**config.mk**
```make
export PLATFORM = sky130hd
export DESIGN_NAME = serial_link_auto_shutdown
export DESIGN_NICKNAME = d
export VERILOG_FILES = /design/src/shared/serial_link_pkg.sv /design/src/verilog/sync_fifo.sv /design/src/verilog/serial_link_auto_shutdown.sv
export SDC_FILE = /design/constraint.sdc
export NUM_CORES = 1
export LEC_CHECK = 0
export BUFFER_PORTS_ARGS = -buffer_cell sky130_fd_sc_hd__buf_2
export CAP_MARGIN = 0
export CORE_MARGIN = 2
export CORE_UTILIZATION = 42
export DETAILED_ROUTE_END_ITERATION = 7
export PLACE_DENSITY = 0.68
export RECOVER_POWER = 100
export SYNTH_ARGS = -nofsm -noshare
export SYNTH_HDL_FRONTEND = slang
export SYNTH_SLANG_ARGS = --single-unit
```
**constraint.sdc**
```tcl
create_clock -name SYS_CLK -period 3.5 [get_ports SYS_CLK]
set_clock_uncertainty 0.05 [all_clocks]
set_input_delay 0.7 -clock SYS_CLK [delete_from_list [all_inputs] [get_ports SYS_CLK]]
set_output_delay 0.7 -clock SYS_CLK [all_outputs]
set_load 0.02 [all_outputs]
```
**src/shared/serial_link_pkg.sv**
```systemverilog
// constants, timing and state types for the modem-side serial link
// assumes a single 100 MHz system clock shared by every design file
package serial_link_pkg;
  // system clock rate in hertz
  localparam int CLK_HZ = 100_000_000;
  // default line rate in bits per second
  localparam int BAUD_DEFAULT = 115200;
  // width of every bit-time divisor and counter
  localparam int DIV_W = 16;
  // clock cycles per bit at the default rate
  localparam logic [15:0] BAUD_DIV_DEFAULT = 16'(CLK_HZ / BAUD_DEFAULT);
  // shortest start pulse accepted by rate detection, in cycles
  localparam logic [15:0] MIN_BIT_DIV = 16'h0004;
  // character framing: eight data bits, no parity, one stop bit
  localparam int DATA_BITS = 8;
  localparam int STOP_BITS = 1;
  localparam logic [2:0] LAST_BIT = 3'(DATA_BITS - 1);
  // receive buffer shape
  localparam int FIFO_WIDTH = 8;
  localparam int FIFO_DEPTH = 8;
  // quiet time before the port powers down again, in milliseconds
  localparam int IDLE_TIME_MS = 10;
  localparam int IDLE_CYCLES = IDLE_TIME_MS * (CLK_HZ / 1000);
  // values after reset
  localparam logic MARK_LEVEL = 1'b1;
  localparam logic CTS_RESET = 1'b0;
  // receiver states
  typedef enum logic [3:0] {
    RX_IDLE  = 4'h1,
    RX_START = 4'h2,
    RX_DATA  = 4'h4,
    RX_STOP  = 4'h8
  } rx_state_type;
  // transmitter states
  typedef enum logic [3:0] {
    TX_IDLE  = 4'h1,
    TX_START = 4'h2,
    TX_DATA  = 4'h4,
    TX_STOP  = 4'h8
  } tx_state_type;
endpackage : serial_link_pkg

```
**src/verilog/sync_fifo.sv**
```systemverilog
// small synchronous fifo with a registered read port
// assumes one clock, depth a power of two, asynchronous active-low reset
`timescale 1ns/10ps
module sync_fifo #(
  parameter int WIDTH = 8,
  parameter int DEPTH = 8
) (
  // clock and reset
  input wire logic clk,
  input wire logic rst_n,
  // filling side
  input wire logic in_valid,
  output logic in_ready,
  input wire logic [WIDTH-1:0] in_data,
  // draining side
  output logic out_valid,
  input wire logic out_ready,
  output logic [WIDTH-1:0] out_data
);
  localparam int AW = $clog2(DEPTH);
  localparam int CW = $clog2(DEPTH + 1);

  logic [WIDTH-1:0] mem_ff [DEPTH];  // storage words
  logic [AW-1:0] wr_ptr_ff, nxt_wr_ptr;  // next free slot
  logic [AW-1:0] rd_ptr_ff, nxt_rd_ptr;  // oldest word
  logic [CW-1:0] count_ff, nxt_count;  // words held in storage
  logic out_valid_ff, nxt_out_valid;  // output register holds a word
  logic [WIDTH-1:0] out_data_ff, nxt_out_data;  // output register
  logic push;  // word accepted this cycle
  logic pop;  // word moved to the output register

  // full storage holds the source back
  assign in_ready = (count_ff < CW'(DEPTH));
  assign out_valid = out_valid_ff;
  assign out_data = out_data_ff;

  // pointer, count and output register next values
  always_comb begin
    push = in_valid && in_ready;
    pop = (count_ff != '0) && (!out_valid_ff || out_ready);
    nxt_wr_ptr = push ? wr_ptr_ff + 1'b1 : wr_ptr_ff;
    nxt_rd_ptr = pop ? rd_ptr_ff + 1'b1 : rd_ptr_ff;
    nxt_count = count_ff + CW'(push) - CW'(pop);
    nxt_out_valid = out_valid_ff;
    nxt_out_data = out_data_ff;
    if (pop) begin
      // refill the output register from storage
      nxt_out_valid = 1'b1;
      nxt_out_data = mem_ff[rd_ptr_ff];
    end else if (out_ready) begin
      // consumer took the word and storage is empty
      nxt_out_valid = 1'b0;
    end
  end

  // state registers
  always_ff @(posedge clk or negedge rst_n) begin
    if (!rst_n) begin
      wr_ptr_ff <= '0;
      rd_ptr_ff <= '0;
      count_ff <= '0;
      out_valid_ff <= 1'b0;
      out_data_ff <= '0;
    end else begin
      wr_ptr_ff <= nxt_wr_ptr;
      rd_ptr_ff <= nxt_rd_ptr;
      count_ff <= nxt_count;
      out_valid_ff <= nxt_out_valid;
      out_data_ff <= nxt_out_data;
    end
  end

  // storage write, no reset needed for data words
  always_ff @(posedge clk) begin
    if (push) begin
      mem_ff[wr_ptr_ff] <= in_data;
    end
  end
endmodule : sync_fifo

```
**src/verilog/serial_link_auto_shutdown.sv**
```systemverilog
// modem-side serial link: uart toward the terminal, flow control,
// rate detection and serial-port auto shutdown woken by terminal ready
// assumes all pins already at logic level and synchronous to SYS_CLK
//
// Notes on behaviour
// - modem drives cts and rxd, samples rts txd dtr
// - data lines always used, handshake lines optional
// - flow control off means rts ignored and cts held high, dtr still used
// - autobaud measures start bit, adopts terminal rate
// - port powers down when no traffic flows
// - enter and exit commands switch shutdown mode
// - mode change acts in the accepting cycle
// - rising terminal ready wakes the port
// - grounded cable detect means cable attached
// - default 115200 baud, 8n1, hardware flow
`timescale 1ns/10ps
module serial_link_auto_shutdown #(
  parameter int IDLE_CYCLES = serial_link_pkg::IDLE_CYCLES
) (
  // clock and reset
  input wire logic SYS_CLK,
  input wire logic RST_N,
  // terminal pins
  input wire logic SERIAL_DATA_FROM_TERMINAL,
  input wire logic REQUEST_TO_SEND_IN,
  input wire logic TERMINAL_READY_IN,
  input wire logic CABLE_DETECT_N,
  output logic SERIAL_DATA_TO_TERMINAL,
  output logic CLEAR_TO_SEND_OUT,
  // configuration from the command layer
  input wire logic FLOW_CONTROL_EN,
  input wire logic AUTOBAUD_EN,
  input wire logic [15:0] FIXED_BAUD_DIV,
  input wire logic SHUTDOWN_ENTER,
  input wire logic SHUTDOWN_EXIT,
  // characters toward the terminal
  input wire logic TX_VALID,
  input wire logic [7:0] TX_DATA,
  output logic TX_READY,
  // characters from the terminal
  output logic RX_VALID,
  input wire logic RX_READY,
  output logic [7:0] RX_DATA,
  // status
  output logic RESERVED_SHUTDOWN_LINE,
  output logic AUTO_SHUTDOWN_MODE,
  output logic CABLE_ATTACHED,
  output logic BAUD_LOCKED,
  output logic [15:0] BAUD_DIV,
  output logic FRAME_ERROR,
  output logic OVERRUN
);
  // reload value for a full bit time
  function automatic logic [15:0] bit_reload(input logic [15:0] div);
    bit_reload = div - 16'h0001;
  endfunction : bit_reload

  // reload value for half a bit time, to sample mid bit
  function automatic logic [15:0] half_reload(input logic [15:0] div);
    half_reload = {1'b0, div[15:1]};
  endfunction : half_reload

  logic rxd;  // terminal's transmit line as seen here
  assign rxd = SERIAL_DATA_FROM_TERMINAL;

  // shutdown group
  logic mode_ff, nxt_mode;  // auto shutdown mode armed
  logic shut_ff, nxt_shut;  // port powered down
  logic [31:0] idle_ff, nxt_idle;  // quiet cycles seen
  logic dtr_prev_ff, nxt_dtr_prev;  // terminal ready last cycle
  logic cable_ff, nxt_cable;  // cable present
  logic cts_ff, nxt_cts;  // clear to send pin
  logic activity;  // any traffic this cycle
  // autobaud group
  logic lock_ff, nxt_lock;  // rate adopted
  logic meas_ff, nxt_meas;  // measuring a start bit
  logic [15:0] meas_cnt_ff, nxt_meas_cnt;  // cycles low so far
  logic [15:0] div_ff, nxt_div;  // cycles per bit in use
  // receiver group
  serial_link_pkg::rx_state_type rx_state_ff, nxt_rx_state;
  logic [15:0] rx_cnt_ff, nxt_rx_cnt;  // bit-time countdown
  logic [2:0] rx_bits_ff, nxt_rx_bits;  // data bit index
  logic [7:0] rx_shift_ff, nxt_rx_shift;  // assembling character
  logic ferr_ff, nxt_ferr;  // stop bit was low
  logic ovr_ff, nxt_ovr;  // character dropped, buffer full
  logic rx_push;  // character complete and good
  logic rx_en;  // receiver may start
  logic fifo_in_ready;  // buffer can take a character
  // transmitter group
  serial_link_pkg::tx_state_type tx_state_ff, nxt_tx_state;
  logic [15:0] tx_cnt_ff, nxt_tx_cnt;  // bit-time countdown
  logic [2:0] tx_bits_ff, nxt_tx_bits;  // data bit index
  logic [7:0] tx_shift_ff, nxt_tx_shift;  // bits still to send
  logic txd_ff, nxt_txd;  // line toward the terminal
  logic tx_ready_ff, nxt_tx_ready;  // may accept a character

  // shutdown mode, wake and idle timing
  always_comb begin
    activity = !rxd || meas_ff || (rx_state_ff != serial_link_pkg::RX_IDLE)
             || (tx_state_ff != serial_link_pkg::TX_IDLE) || TX_VALID;
    nxt_dtr_prev = TERMINAL_READY_IN;
    nxt_cable = !CABLE_DETECT_N;
    nxt_mode = mode_ff;
    if (SHUTDOWN_ENTER) begin
      nxt_mode = 1'b1;
    end
    if (SHUTDOWN_EXIT) begin
      nxt_mode = 1'b0;
    end
    nxt_shut = shut_ff;
    if (!nxt_mode) begin
      nxt_shut = 1'b0;
    end else if (SHUTDOWN_ENTER) begin
      nxt_shut = 1'b1;
    end else if (shut_ff && TERMINAL_READY_IN && !dtr_prev_ff) begin
      nxt_shut = 1'b0;
    end else if (!shut_ff && (idle_ff >= 32'(IDLE_CYCLES - 1))) begin
      nxt_shut = 1'b1;
    end
    if (activity || shut_ff || !mode_ff) begin
      nxt_idle = '0;
    end else begin
      nxt_idle = idle_ff + 32'h0000_0001;
    end
    // flow control off leaves cts asserted and unused
    if (FLOW_CONTROL_EN) begin
      nxt_cts = !shut_ff && !nxt_shut && fifo_in_ready;
    end else begin
      nxt_cts = 1'b1;
    end
  end

  always_ff @(posedge SYS_CLK or negedge RST_N) begin
    if (!RST_N) begin
      mode_ff <= 1'b0;
      shut_ff <= 1'b0;
      idle_ff <= '0;
      dtr_prev_ff <= 1'b1;  // idle ready level, no false rise
      cable_ff <= 1'b0;
      cts_ff <= serial_link_pkg::CTS_RESET;
    end else begin
      mode_ff <= nxt_mode;
      shut_ff <= nxt_shut;
      idle_ff <= nxt_idle;
      dtr_prev_ff <= nxt_dtr_prev;
      cable_ff <= nxt_cable;
      cts_ff <= nxt_cts;
    end
  end

  // rate detection: width of the first start bit sets the divisor
  always_comb begin
    nxt_lock = lock_ff;
    nxt_meas = meas_ff;
    nxt_meas_cnt = meas_cnt_ff;
    nxt_div = div_ff;
    if (!AUTOBAUD_EN) begin
      // fixed rate chosen by the command layer
      nxt_lock = 1'b0;
      nxt_meas = 1'b0;
      nxt_div = FIXED_BAUD_DIV;
    end else if (!lock_ff) begin
      if (!meas_ff && !rxd && !shut_ff) begin
        nxt_meas = 1'b1;
        nxt_meas_cnt = 16'h0001;
      end else if (meas_ff && !rxd) begin
        // saturate on a stuck-low line
        if (meas_cnt_ff != 16'hffff) begin
          nxt_meas_cnt = meas_cnt_ff + 16'h0001;
        end
      end else if (meas_ff) begin
        nxt_meas = 1'b0;
        // glitches shorter than a sane bit are ignored
        if (meas_cnt_ff >= serial_link_pkg::MIN_BIT_DIV) begin
          nxt_lock = 1'b1;
          nxt_div = meas_cnt_ff;
        end
      end
    end
  end

  always_ff @(posedge SYS_CLK or negedge RST_N) begin
    if (!RST_N) begin
      lock_ff <= 1'b0;
      meas_ff <= 1'b0;
      meas_cnt_ff <= '0;
      div_ff <= serial_link_pkg::BAUD_DIV_DEFAULT;
    end else begin
      lock_ff <= nxt_lock;
      meas_ff <= nxt_meas;
      meas_cnt_ff <= nxt_meas_cnt;
      div_ff <= nxt_div;
    end
  end

  // receiver: mid-bit sampling of 8n1 characters from the terminal
  always_comb begin
    rx_en = !shut_ff && (!AUTOBAUD_EN || lock_ff);
    nxt_rx_state = rx_state_ff;
    nxt_rx_cnt = rx_cnt_ff;
    nxt_rx_bits = rx_bits_ff;
    nxt_rx_shift = rx_shift_ff;
    nxt_ferr = 1'b0;
    nxt_ovr = 1'b0;
    rx_push = 1'b0;
    unique case (rx_state_ff)
      serial_link_pkg::RX_IDLE: begin
        if (rx_en && !rxd) begin
          nxt_rx_state = serial_link_pkg::RX_START;
          nxt_rx_cnt = half_reload(div_ff);
        end
      end
      serial_link_pkg::RX_START: begin
        if (rx_cnt_ff != '0) begin
          nxt_rx_cnt = rx_cnt_ff - 16'h0001;
        end else if (!rxd) begin
          nxt_rx_state = serial_link_pkg::RX_DATA;
          nxt_rx_cnt = bit_reload(div_ff);
          nxt_rx_bits = '0;
        end else begin
          // start bit too short, treat as noise
          nxt_rx_state = serial_link_pkg::RX_IDLE;
        end
      end
      serial_link_pkg::RX_DATA: begin
        if (rx_cnt_ff != '0) begin
          nxt_rx_cnt = rx_cnt_ff - 16'h0001;
        end else begin
          nxt_rx_shift = {rxd, rx_shift_ff[7:1]};
          nxt_rx_cnt = bit_reload(div_ff);
          nxt_rx_bits = rx_bits_ff + 3'h1;
          if (rx_bits_ff == serial_link_pkg::LAST_BIT) begin
            nxt_rx_state = serial_link_pkg::RX_STOP;
          end
        end
      end
      serial_link_pkg::RX_STOP: begin
        if (rx_cnt_ff != '0) begin
          nxt_rx_cnt = rx_cnt_ff - 16'h0001;
        end else begin
          nxt_rx_state = serial_link_pkg::RX_IDLE;
          if (rxd) begin
            rx_push = 1'b1;
            nxt_ovr = !fifo_in_ready;
          end else begin
            nxt_ferr = 1'b1;
          end
        end
      end
    endcase
    if (shut_ff) begin
      nxt_rx_state = serial_link_pkg::RX_IDLE;
    end
  end

  always_ff @(posedge SYS_CLK or negedge RST_N) begin
    if (!RST_N) begin
      rx_state_ff <= serial_link_pkg::RX_IDLE;
      rx_cnt_ff <= '0;
      rx_bits_ff <= '0;
      rx_shift_ff <= '0;
      ferr_ff <= 1'b0;
      ovr_ff <= 1'b0;
    end else begin
      rx_state_ff <= nxt_rx_state;
      rx_cnt_ff <= nxt_rx_cnt;
      rx_bits_ff <= nxt_rx_bits;
      rx_shift_ff <= nxt_rx_shift;
      ferr_ff <= nxt_ferr;
      ovr_ff <= nxt_ovr;
    end
  end

  // receive buffer between the line and the user side
  sync_fifo #(
    .WIDTH(serial_link_pkg::FIFO_WIDTH),
    .DEPTH(serial_link_pkg::FIFO_DEPTH)
  ) rx_fifo (
    .clk(SYS_CLK),
    .rst_n(RST_N),
    .in_valid(rx_push),
    .in_ready(fifo_in_ready),
    .in_data(rx_shift_ff),
    .out_valid(RX_VALID),
    .out_ready(RX_READY),
    .out_data(RX_DATA)
  );

  // transmitter: 8n1 characters toward the terminal, paced by rts
  always_comb begin
    nxt_tx_state = tx_state_ff;
    nxt_tx_cnt = tx_cnt_ff;
    nxt_tx_bits = tx_bits_ff;
    nxt_tx_shift = tx_shift_ff;
    nxt_txd = txd_ff;
    nxt_tx_ready = 1'b0;
    unique case (tx_state_ff)
      serial_link_pkg::TX_IDLE: begin
        nxt_txd = serial_link_pkg::MARK_LEVEL;
        if (tx_ready_ff && TX_VALID) begin
          nxt_tx_state = serial_link_pkg::TX_START;
          nxt_tx_shift = TX_DATA;
          nxt_tx_cnt = bit_reload(div_ff);
          nxt_txd = 1'b0;
        end else begin
          nxt_tx_ready = !shut_ff && (!FLOW_CONTROL_EN || REQUEST_TO_SEND_IN);
        end
      end
      serial_link_pkg::TX_START: begin
        if (tx_cnt_ff != '0) begin
          nxt_tx_cnt = tx_cnt_ff - 16'h0001;
        end else begin
          nxt_tx_state = serial_link_pkg::TX_DATA;
          nxt_txd = tx_shift_ff[0];
          nxt_tx_shift = {1'b0, tx_shift_ff[7:1]};
          nxt_tx_bits = '0;
          nxt_tx_cnt = bit_reload(div_ff);
        end
      end
      serial_link_pkg::TX_DATA: begin
        if (tx_cnt_ff != '0) begin
          nxt_tx_cnt = tx_cnt_ff - 16'h0001;
        end else begin
          nxt_tx_cnt = bit_reload(div_ff);
          if (tx_bits_ff == serial_link_pkg::LAST_BIT) begin
            nxt_tx_state = serial_link_pkg::TX_STOP;
            nxt_txd = serial_link_pkg::MARK_LEVEL;
          end else begin
            nxt_txd = tx_shift_ff[0];
            nxt_tx_shift = {1'b0, tx_shift_ff[7:1]};
            nxt_tx_bits = tx_bits_ff + 3'h1;
          end
        end
      end
      serial_link_pkg::TX_STOP: begin
        if (tx_cnt_ff != '0) begin
          nxt_tx_cnt = tx_cnt_ff - 16'h0001;
        end else begin
          nxt_tx_state = serial_link_pkg::TX_IDLE;
        end
      end
    endcase
    if (shut_ff || nxt_shut) begin
      // powered or going down: line parked at mark
      nxt_tx_state = serial_link_pkg::TX_IDLE;
      nxt_txd = serial_link_pkg::MARK_LEVEL;
      nxt_tx_ready = 1'b0;
    end
  end

  always_ff @(posedge SYS_CLK or negedge RST_N) begin
    if (!RST_N) begin
      tx_state_ff <= serial_link_pkg::TX_IDLE;
      tx_cnt_ff <= '0;
      tx_bits_ff <= '0;
      tx_shift_ff <= '0;
      txd_ff <= serial_link_pkg::MARK_LEVEL;
      tx_ready_ff <= 1'b0;
    end else begin
      tx_state_ff <= nxt_tx_state;
      tx_cnt_ff <= nxt_tx_cnt;
      tx_bits_ff <= nxt_tx_bits;
      tx_shift_ff <= nxt_tx_shift;
      txd_ff <= nxt_txd;
      tx_ready_ff <= nxt_tx_ready;
    end
  end

  // pins and status straight from registers
  assign SERIAL_DATA_TO_TERMINAL = txd_ff;
  assign CLEAR_TO_SEND_OUT = cts_ff;
  assign TX_READY = tx_ready_ff;
  assign RESERVED_SHUTDOWN_LINE = shut_ff;
  assign AUTO_SHUTDOWN_MODE = mode_ff;
  assign CABLE_ATTACHED = cable_ff;
  assign BAUD_LOCKED = lock_ff;
  assign BAUD_DIV = div_ff;
  assign FRAME_ERROR = ferr_ff;
  assign OVERRUN = ovr_ff;
endmodule : serial_link_auto_shutdown

```
Word level (Yosys, flattened, before mapping)
Memories as Yosys holds them, arrays and structs flattened. A register that Yosys moved wholly into a read port is not among the register bits.
Index checks and enable logic that the tools add are counted.
{"block": "op_classes", "add_sub_neg": 11, "order_cmp": 3, "eq_ne": 40, "mux": 87, "bitwise_logic": 2, "reduce_logical": 59}
{"op": "$mux 16", "n": 17}
{"op": "$pmux 16 s4", "n": 1}
{"op": "$mux 4", "n": 12}
{"op": "$pmux 16 s3", "n": 1}
{"op": "$sub 16x1->16 const B", "n": 3}
{"op": "$mux 1", "n": 38}
{"op": "$ne 3x3->1 const B", "n": 12}
{"op": "$add 32x1->32 const B", "n": 1}
{"op": "$ge 32x20->1 const B", "n": 1}
{"op": "$mux 32", "n": 1}
{"op": "$mux 8", "n": 4}
{"op": "$pmux 4 s4", "n": 2}
{"op": "$reduce_bool 16->1", "n": 2}
{"op": "$ne 2x2->1 const B", "n": 13}
{"op": "$pmux 8 s3", "n": 1}
{"op": "$mux 3", "n": 7}
{"op": "$reduce_and 5->1", "n": 4}
{"op": "$add 16x1->16 const B", "n": 1}
{"op": "$ge 16x3->1 const B", "n": 1}
{"op": "$ne 16x16->1 const B", "n": 1}
{"op": "$logic_and 1x1->1", "n": 14}
{"op": "$add 3x1->3 const B", "n": 4}
{"op": "$logic_not 1->1", "n": 12}
{"op": "$pmux 3 s2", "n": 2}
{"op": "20 further kinds", "n": 47}
{"block": "word_totals", "ff_bits": 148, "mem_bits_rw": 64, "in_bits": 36, "out_inout_bits": 34, "word_cells": 229, "mem_count": 1}
{"memory": "rx_fifo.mem_ff", "words": 8, "width": 8, "read_ports": 1, "rd_ports_with_merged_regs": 1, "write_ports": 1, "line": "sync_fifo.sv:23", "text": "logic [WIDTH-1:0] mem_ff [DEPTH];"}

Depth between registers and ports, before layout
{"block": "depth", "depth_word": 10, "mapped_depth": 11, "ltp_nobuf": 10}

Hierarchy
Synthesis repeated with hierarchy kept, for this count alone.
{"block": "unflattened", "cells_unflattened": 1050, "hier_area_um2": 11170.7}
{"module": "serial_link_auto_shutdown", "n_inst": 1, "cells_each": 843, "area_per_inst_um2": 7719.9, "seq_area_each_um2": 3439.5}
{"module": "sync_fifo", "n_inst": 1, "cells_each": 207, "area_per_inst_um2": 3450.8, "seq_area_each_um2": 2397.3}

Worst setup path after synthesis
Ideal clock, no wire load.
{"block": "synth_timing", "kind": "register to register", "startpoint": "register rx_cnt_ff[0]", "endpoint": "memory rx_fifo.mem_ff[2][0] (enable)", "setup_time_ns": 0.383, "arrival_time_ns": 2.292, "t_required_ns": 3.067, "path_slack_ns": 0.775, "path_stages_with_launch": 9, "path_buffers": 0, "period_less_slack_ns": 2.725, "cell_sequence": "dfrtp_1 inv_1 ha_1 nor4b_4 and2_1 nand3_1 nor2_1 nand2_1 nor3_1"}
{"block": "synth_via", "elab_chain_cells": 6}
{"element": "from (decl)", "line": "serial_link_auto_shutdown.sv:81", "text": "logic [15:0] rx_cnt_ff, nxt_rx_cnt;"}
{"element": "from (signal assigned)", "line": "serial_link_auto_shutdown.sv:266", "text": "rx_cnt_ff <= nxt_rx_cnt;"}
{"element": "$reduce_bool 16->1", "line": "serial_link_auto_shutdown.sv:238", "text": "if (rx_cnt_ff != '0) begin"}
{"element": "$mux 1", "line": "serial_link_auto_shutdown.sv:238"}
{"element": "$mux 1", "line": "serial_link_auto_shutdown.sv:206", "text": "unique case (rx_state_ff)"}
{"element": "$logic_and 1x1->1", "line": "sync_fifo.sv:39", "text": "push = in_valid && in_ready;"}
{"element": "via rx_fifo.push", "line": "sync_fifo.sv:29", "text": "logic push;"}
{"element": "$mux 1", "line": "sync_fifo.sv:75", "text": "if (push) begin"}
{"element": "$mux 1 (implied by the code)", "line": "sync_fifo.sv:76", "text": "mem_ff[wr_ptr_ff] <= in_data;"}
{"element": "to (decl)", "line": "sync_fifo.sv:23"}
The timed path passes the listed nets, and every way through them passes these cells.

Final worst setup path
Same ends and word-level chain as after synthesis.

==> metrics.md <==
| Metric | Value |
|---|---|
| CORE AREA | ~26000 sq um |
| First-pass GRT wire length | 40.9 mm |
| Port-buffer cells | 69 |
| Final wirelength | between 20 and 25 mm |
| Post-CTS Resized | 0 |
| Final Slew Violations | 72 |
| Clk slew on worst S/H paths | ~0.06 ns |
| Internal power | between 5 and 6 mW |
| Syn Inst Count | about 1000 |
| # clock sinks | between 200 and 250 |
| WL/cell | ~17 um |
| Slew @ Worst Pin | around 1.9 ns |
| CP Launch Type | flip-flop |
| Cell Chain, Critical Path | inv_1 -> ha_1 -> nor4b_4 -> and2_0 -> nand3_1 -> nor2_1 -> nand2_1 -> nor3_1 -> clkbuf_1 |
| Async S/R FF share, synth | a little under three quarters |
| GRT Util Overall | 18.6% |
| CP Class | reg2reg |
| DRT iter0 DRCs | 494 |
| Cts hold-fix bufs | 0 |
| Max-Cap Viols | 1 |
| Share of cells above drive strength 1 | approximately an eighth |
| Sequential share of power | around two fifths |
| Post-synthesis register bit count | between 200 and 250 |
| Worst-Skew Late Latency | 0.51 ns |
| Fin nets | 1152 |
| Design Power | ~8.6 mW |
| Die X-Extent | around 170 um |
| Syn avg cell area | about 11 sq um |
| Antenna cells | 0 |
| Final period utilization | 85.4% |
| Min-delay worst type | in2reg |
| Endpoints failing hold | 0 |
| Setup TNS | 0 ns |
| Row count | 59 |
| Gr ovfl total | 0 |
| Htree depth | 1 |
| Num CTS Buffers | 24 |
| Unrepaired setup endpoints after global routing | no |
| Initial antenna violation count | 0 |
| Vias | about 8000 |
| Filler cell count | roughly 2400 |
| Post-Syn Area | ~11000 sq um |
| Failing checks | capacitance limit, slew limit |
| CP max stage delay | 0.44 ns |
| Clock tree root buffer cell | clkbuf_16 |
| Combined area of the multi-input logic cells | 4780 sq um |
| I/O pin cnt | 70 |
| Peak supply drop | between 0.4 and 0.5 mV |
| Critical path fanouts, max | 8 |
| Yosys warning count | 0 |
| Area growth, synth to finish | 13.4% |
| CP endpoint kind | flip-flop |
| Post-synthesis sequential area ratio | 53.3% |
| Fmax | roughly 0.33 GHz |
| CTS max path bufs | 3 |
| Largest net degree at the start of global routing | 73 |
| Clock Power Share | approximately 31% |
| Logic gate share of total power | between 20 and 30% |
| Vias in the first global route | ~8000 |
| Full die area | 27400 sq um |
| EDFF count, synth | 64 |
| Crit path DAT | ~3.1 ns |
| Vias per inst | approximately 5.5 |
| Initial Util | a little over two fifths |
| Slew Limit Headroom | -24.5% |
| Net Sw Power | just under 3 mW |
| Setup WS post-layout | between 0.5 and 0.6 ns |
| Sw Share | 34.6% |
| Leakage | between 4 and 5 nW |
| Die height | 166 um |
| CTS tree | built |
| Slowest CP cell | clkbuf_1 |
| Post-CTS setup buffer count | 0 |
| Antenna Violating Nets Remaining | 0 |
| Dpl hpwl | 17.3 mm |
| Final setup fails | 0 |
| Top_reg_cell synth | dfrtp_1 |
| Min Tclk post-route | 2.99 ns |
| DRT Pass-1 Iters | 7 |
| Net Count, Synth | 1079 |
| WP data required | 3.59 ns |
| Register Area | ~6000 sq um |
| DRC viols | 0 |
| DP Worst Slack | about 0.58 ns |
| Final GP Congestion | ~0.86 |
| Power Density | 694 nW/um^2 |
| Synth cell types | just under 80 |
| Outcome | finished with violations |
## registers in the layout (all words and copies together) (netlist names), 4 cells and up
register / count
tx_shift_ff: 8
idle_ff: 32
rx_cnt_ff: 16
meas_cnt_ff: 16
rx_state_ff: 4
rx_fifo.out_data: 8
tx_cnt_ff: 16
rx_fifo.count_ff: 4
rx_fifo.mem_ff: 64
BAUD_DIV: 16
tx_state_ff: 4
rx_shift_ff: 8
## power by group through the flow
stage | sequential [mW] | clock, mW | combinational, mW
finish | 3.58 | 2.63 | 2.42
global placement | 3.61 | 0 | 2.40
CTS | 3.57 | 2.69 | 2.47
detailed placement | 3.62 | 0 | 2.46
floorplan | 3.49 | 0 | 1.91
global route | 3.65 | 2.80 | 2.73
## path summary, 6_finish.rpt
| check | slack, ns | endpoint | cells past startpoint | startpoint |
|---|---|---|---|---|
| setup reg to reg | 0.51 | rx_fifo.mem_ff[2][0] | 9 | rx_cnt_ff[0] |
| max in group asynchronous | 1.18 | meas_cnt_ff[5] | 2 | RST_N |
| hold reg to reg | 0.40 | idle_ff[0] | 1 | idle_ff[0] |
| min in group asynchronous | 0.64 | FRAME_ERROR | 1 | RST_N |
| hold / removal | 0.23 | dtr_prev_ff | 1 | TERMINAL_READY_IN |
| setup / recovery | 0.51 | rx_fifo.mem_ff[2][0] | 9 | rx_cnt_ff[0] |
## layout by cell type (no fill, tap or decap), types with 6 or more instances in the layout
master,synthesis,routed
inv_1,33,33
nand2_1,73,73
o21a_1,6,6
buf_4,3,9
nor2_1,117,117
xor2_1,39,39
xnor2_1,24,24
nor4_1,16,16
mux4_2,16,16
clkbuf_16,0,25
o21ai_0,71,72
a21oi_1,71,74
nor3_1,29,29
nand3_1,30,30
dfrtp_1,147,147
nor2b_1,14,14
clkbuf_1,24,45
and3_1,11,11
mux2_2,11,11
a22o_1,6,6
buf_2,15,36
mux2i_1,32,32
ha_1,18,18
edfxtp_1,64,64
and4_1,6,6
o211ai_1,6,6
or3_1,12,12
nand4_1,20,21
nor4b_1,7,7
## layout make-up
class / instances / area share [%]
clock buffer: 29 / 5.40
clock inverter: 15 / 1.30
timing repair buffer: 91 / 3.52
inverter: 33 / 0.997
multi-input combinational: 727 / 38.4
sequential: 220 / 47.0
tap: 335 / 3.37
## synthesized netlist by cell type (3+ instances only)
cell type,n,area (sq um)
nor4_1,16,100
inv_1,33,124
dfstp_2,9,236
buf_4,3,22.5
or4_1,4,30.0
a22o_1,6,52.6
nand3_1,30,150
a21boi_0,3,22.5
a21oi_2,4,35.0
nand2b_1,5,31.3
a21o_1,5,37.5
a211o_1,3,26.3
a31oi_1,5,31.3
nor2_1,117,439
and3_1,11,68.8
xor2_1,39,342
buf_2,15,75.1
nand4_1,20,125
nor2b_1,14,87.6
nor4b_1,7,61.3
o22a_1,3,26.3
o211ai_1,6,45.0
clkbuf_1,24,90.1
mux2i_1,32,320
xnor2_1,24,210
nor3_1,29,145
a21oi_1,71,355
o22ai_1,4,25.0
mux2_2,11,124
nand2_1,73,274
o21a_1,6,45.0
nand4b_1,3,26.3
and4_1,6,52.6
nand3b_1,3,22.5
mux4_2,16,360
ha_1,18,225
dfrtp_1,147,3680
and2_1,5,31.3
a22oi_1,4,30.0
o21ai_0,71,355
or3_1,12,75.1
edfxtp_1,64,1920
## metal layers
layer,track usage [%],routed length [um]
met5,0,0
met4,4.82,625
met2,31.4,11900
met3,2.65,1150
met1,25.2,11000
## logic make-up (layout without fill, tap and decap cells)
| logic type | after synthesis | count (layout) | synth area share (%) |
|---|---|---|---|
| compound gates | 211 | 211 | 11.5 |
| xor+xnor | 63 | 63 | 5.03 |
| fa+ha+maj | 19 | 19 | 2.24 |
| buf+inv | 77 | 168 | 2.91 |
| flops | 220 | 220 | 53.3 |
| mux | 59 | 59 | 7.34 |
| simple gates | 375 | 375 | 17.7 |
## per-stage QoR
| stage | std cells | hold WS [ns] | area [sq um] | utilization (%) |
|---|---|---|---|---|
| floorplan | 1024 | 0.354 | 11000 | - |
| global placement | 1406 | 0.387 | 11700 | 45.3 |
| detailed placement | 1406 | 0.399 | 11700 | 45.3 |
| CTS | 1450 | 0.173 | 12500 | 48.6 |
| global route | 1450 | 0.220 | 12400 | 48.1 |
| finish | 1450 | 0.225 | 12400 | 48.1 |
## worst max-delay path: cells and delay by family (launching register included)
| family | cells | cell delay (ns) |
|---|---|---|
| buf+inv | 2 | 0.51 |
| simple gates | 6 | 1.44 |
| fa+ha+maj | 1 | 0.20 |
| flops | 1 | 0.41 |
No activity file was read; power rests on OpenSTA's default activity.
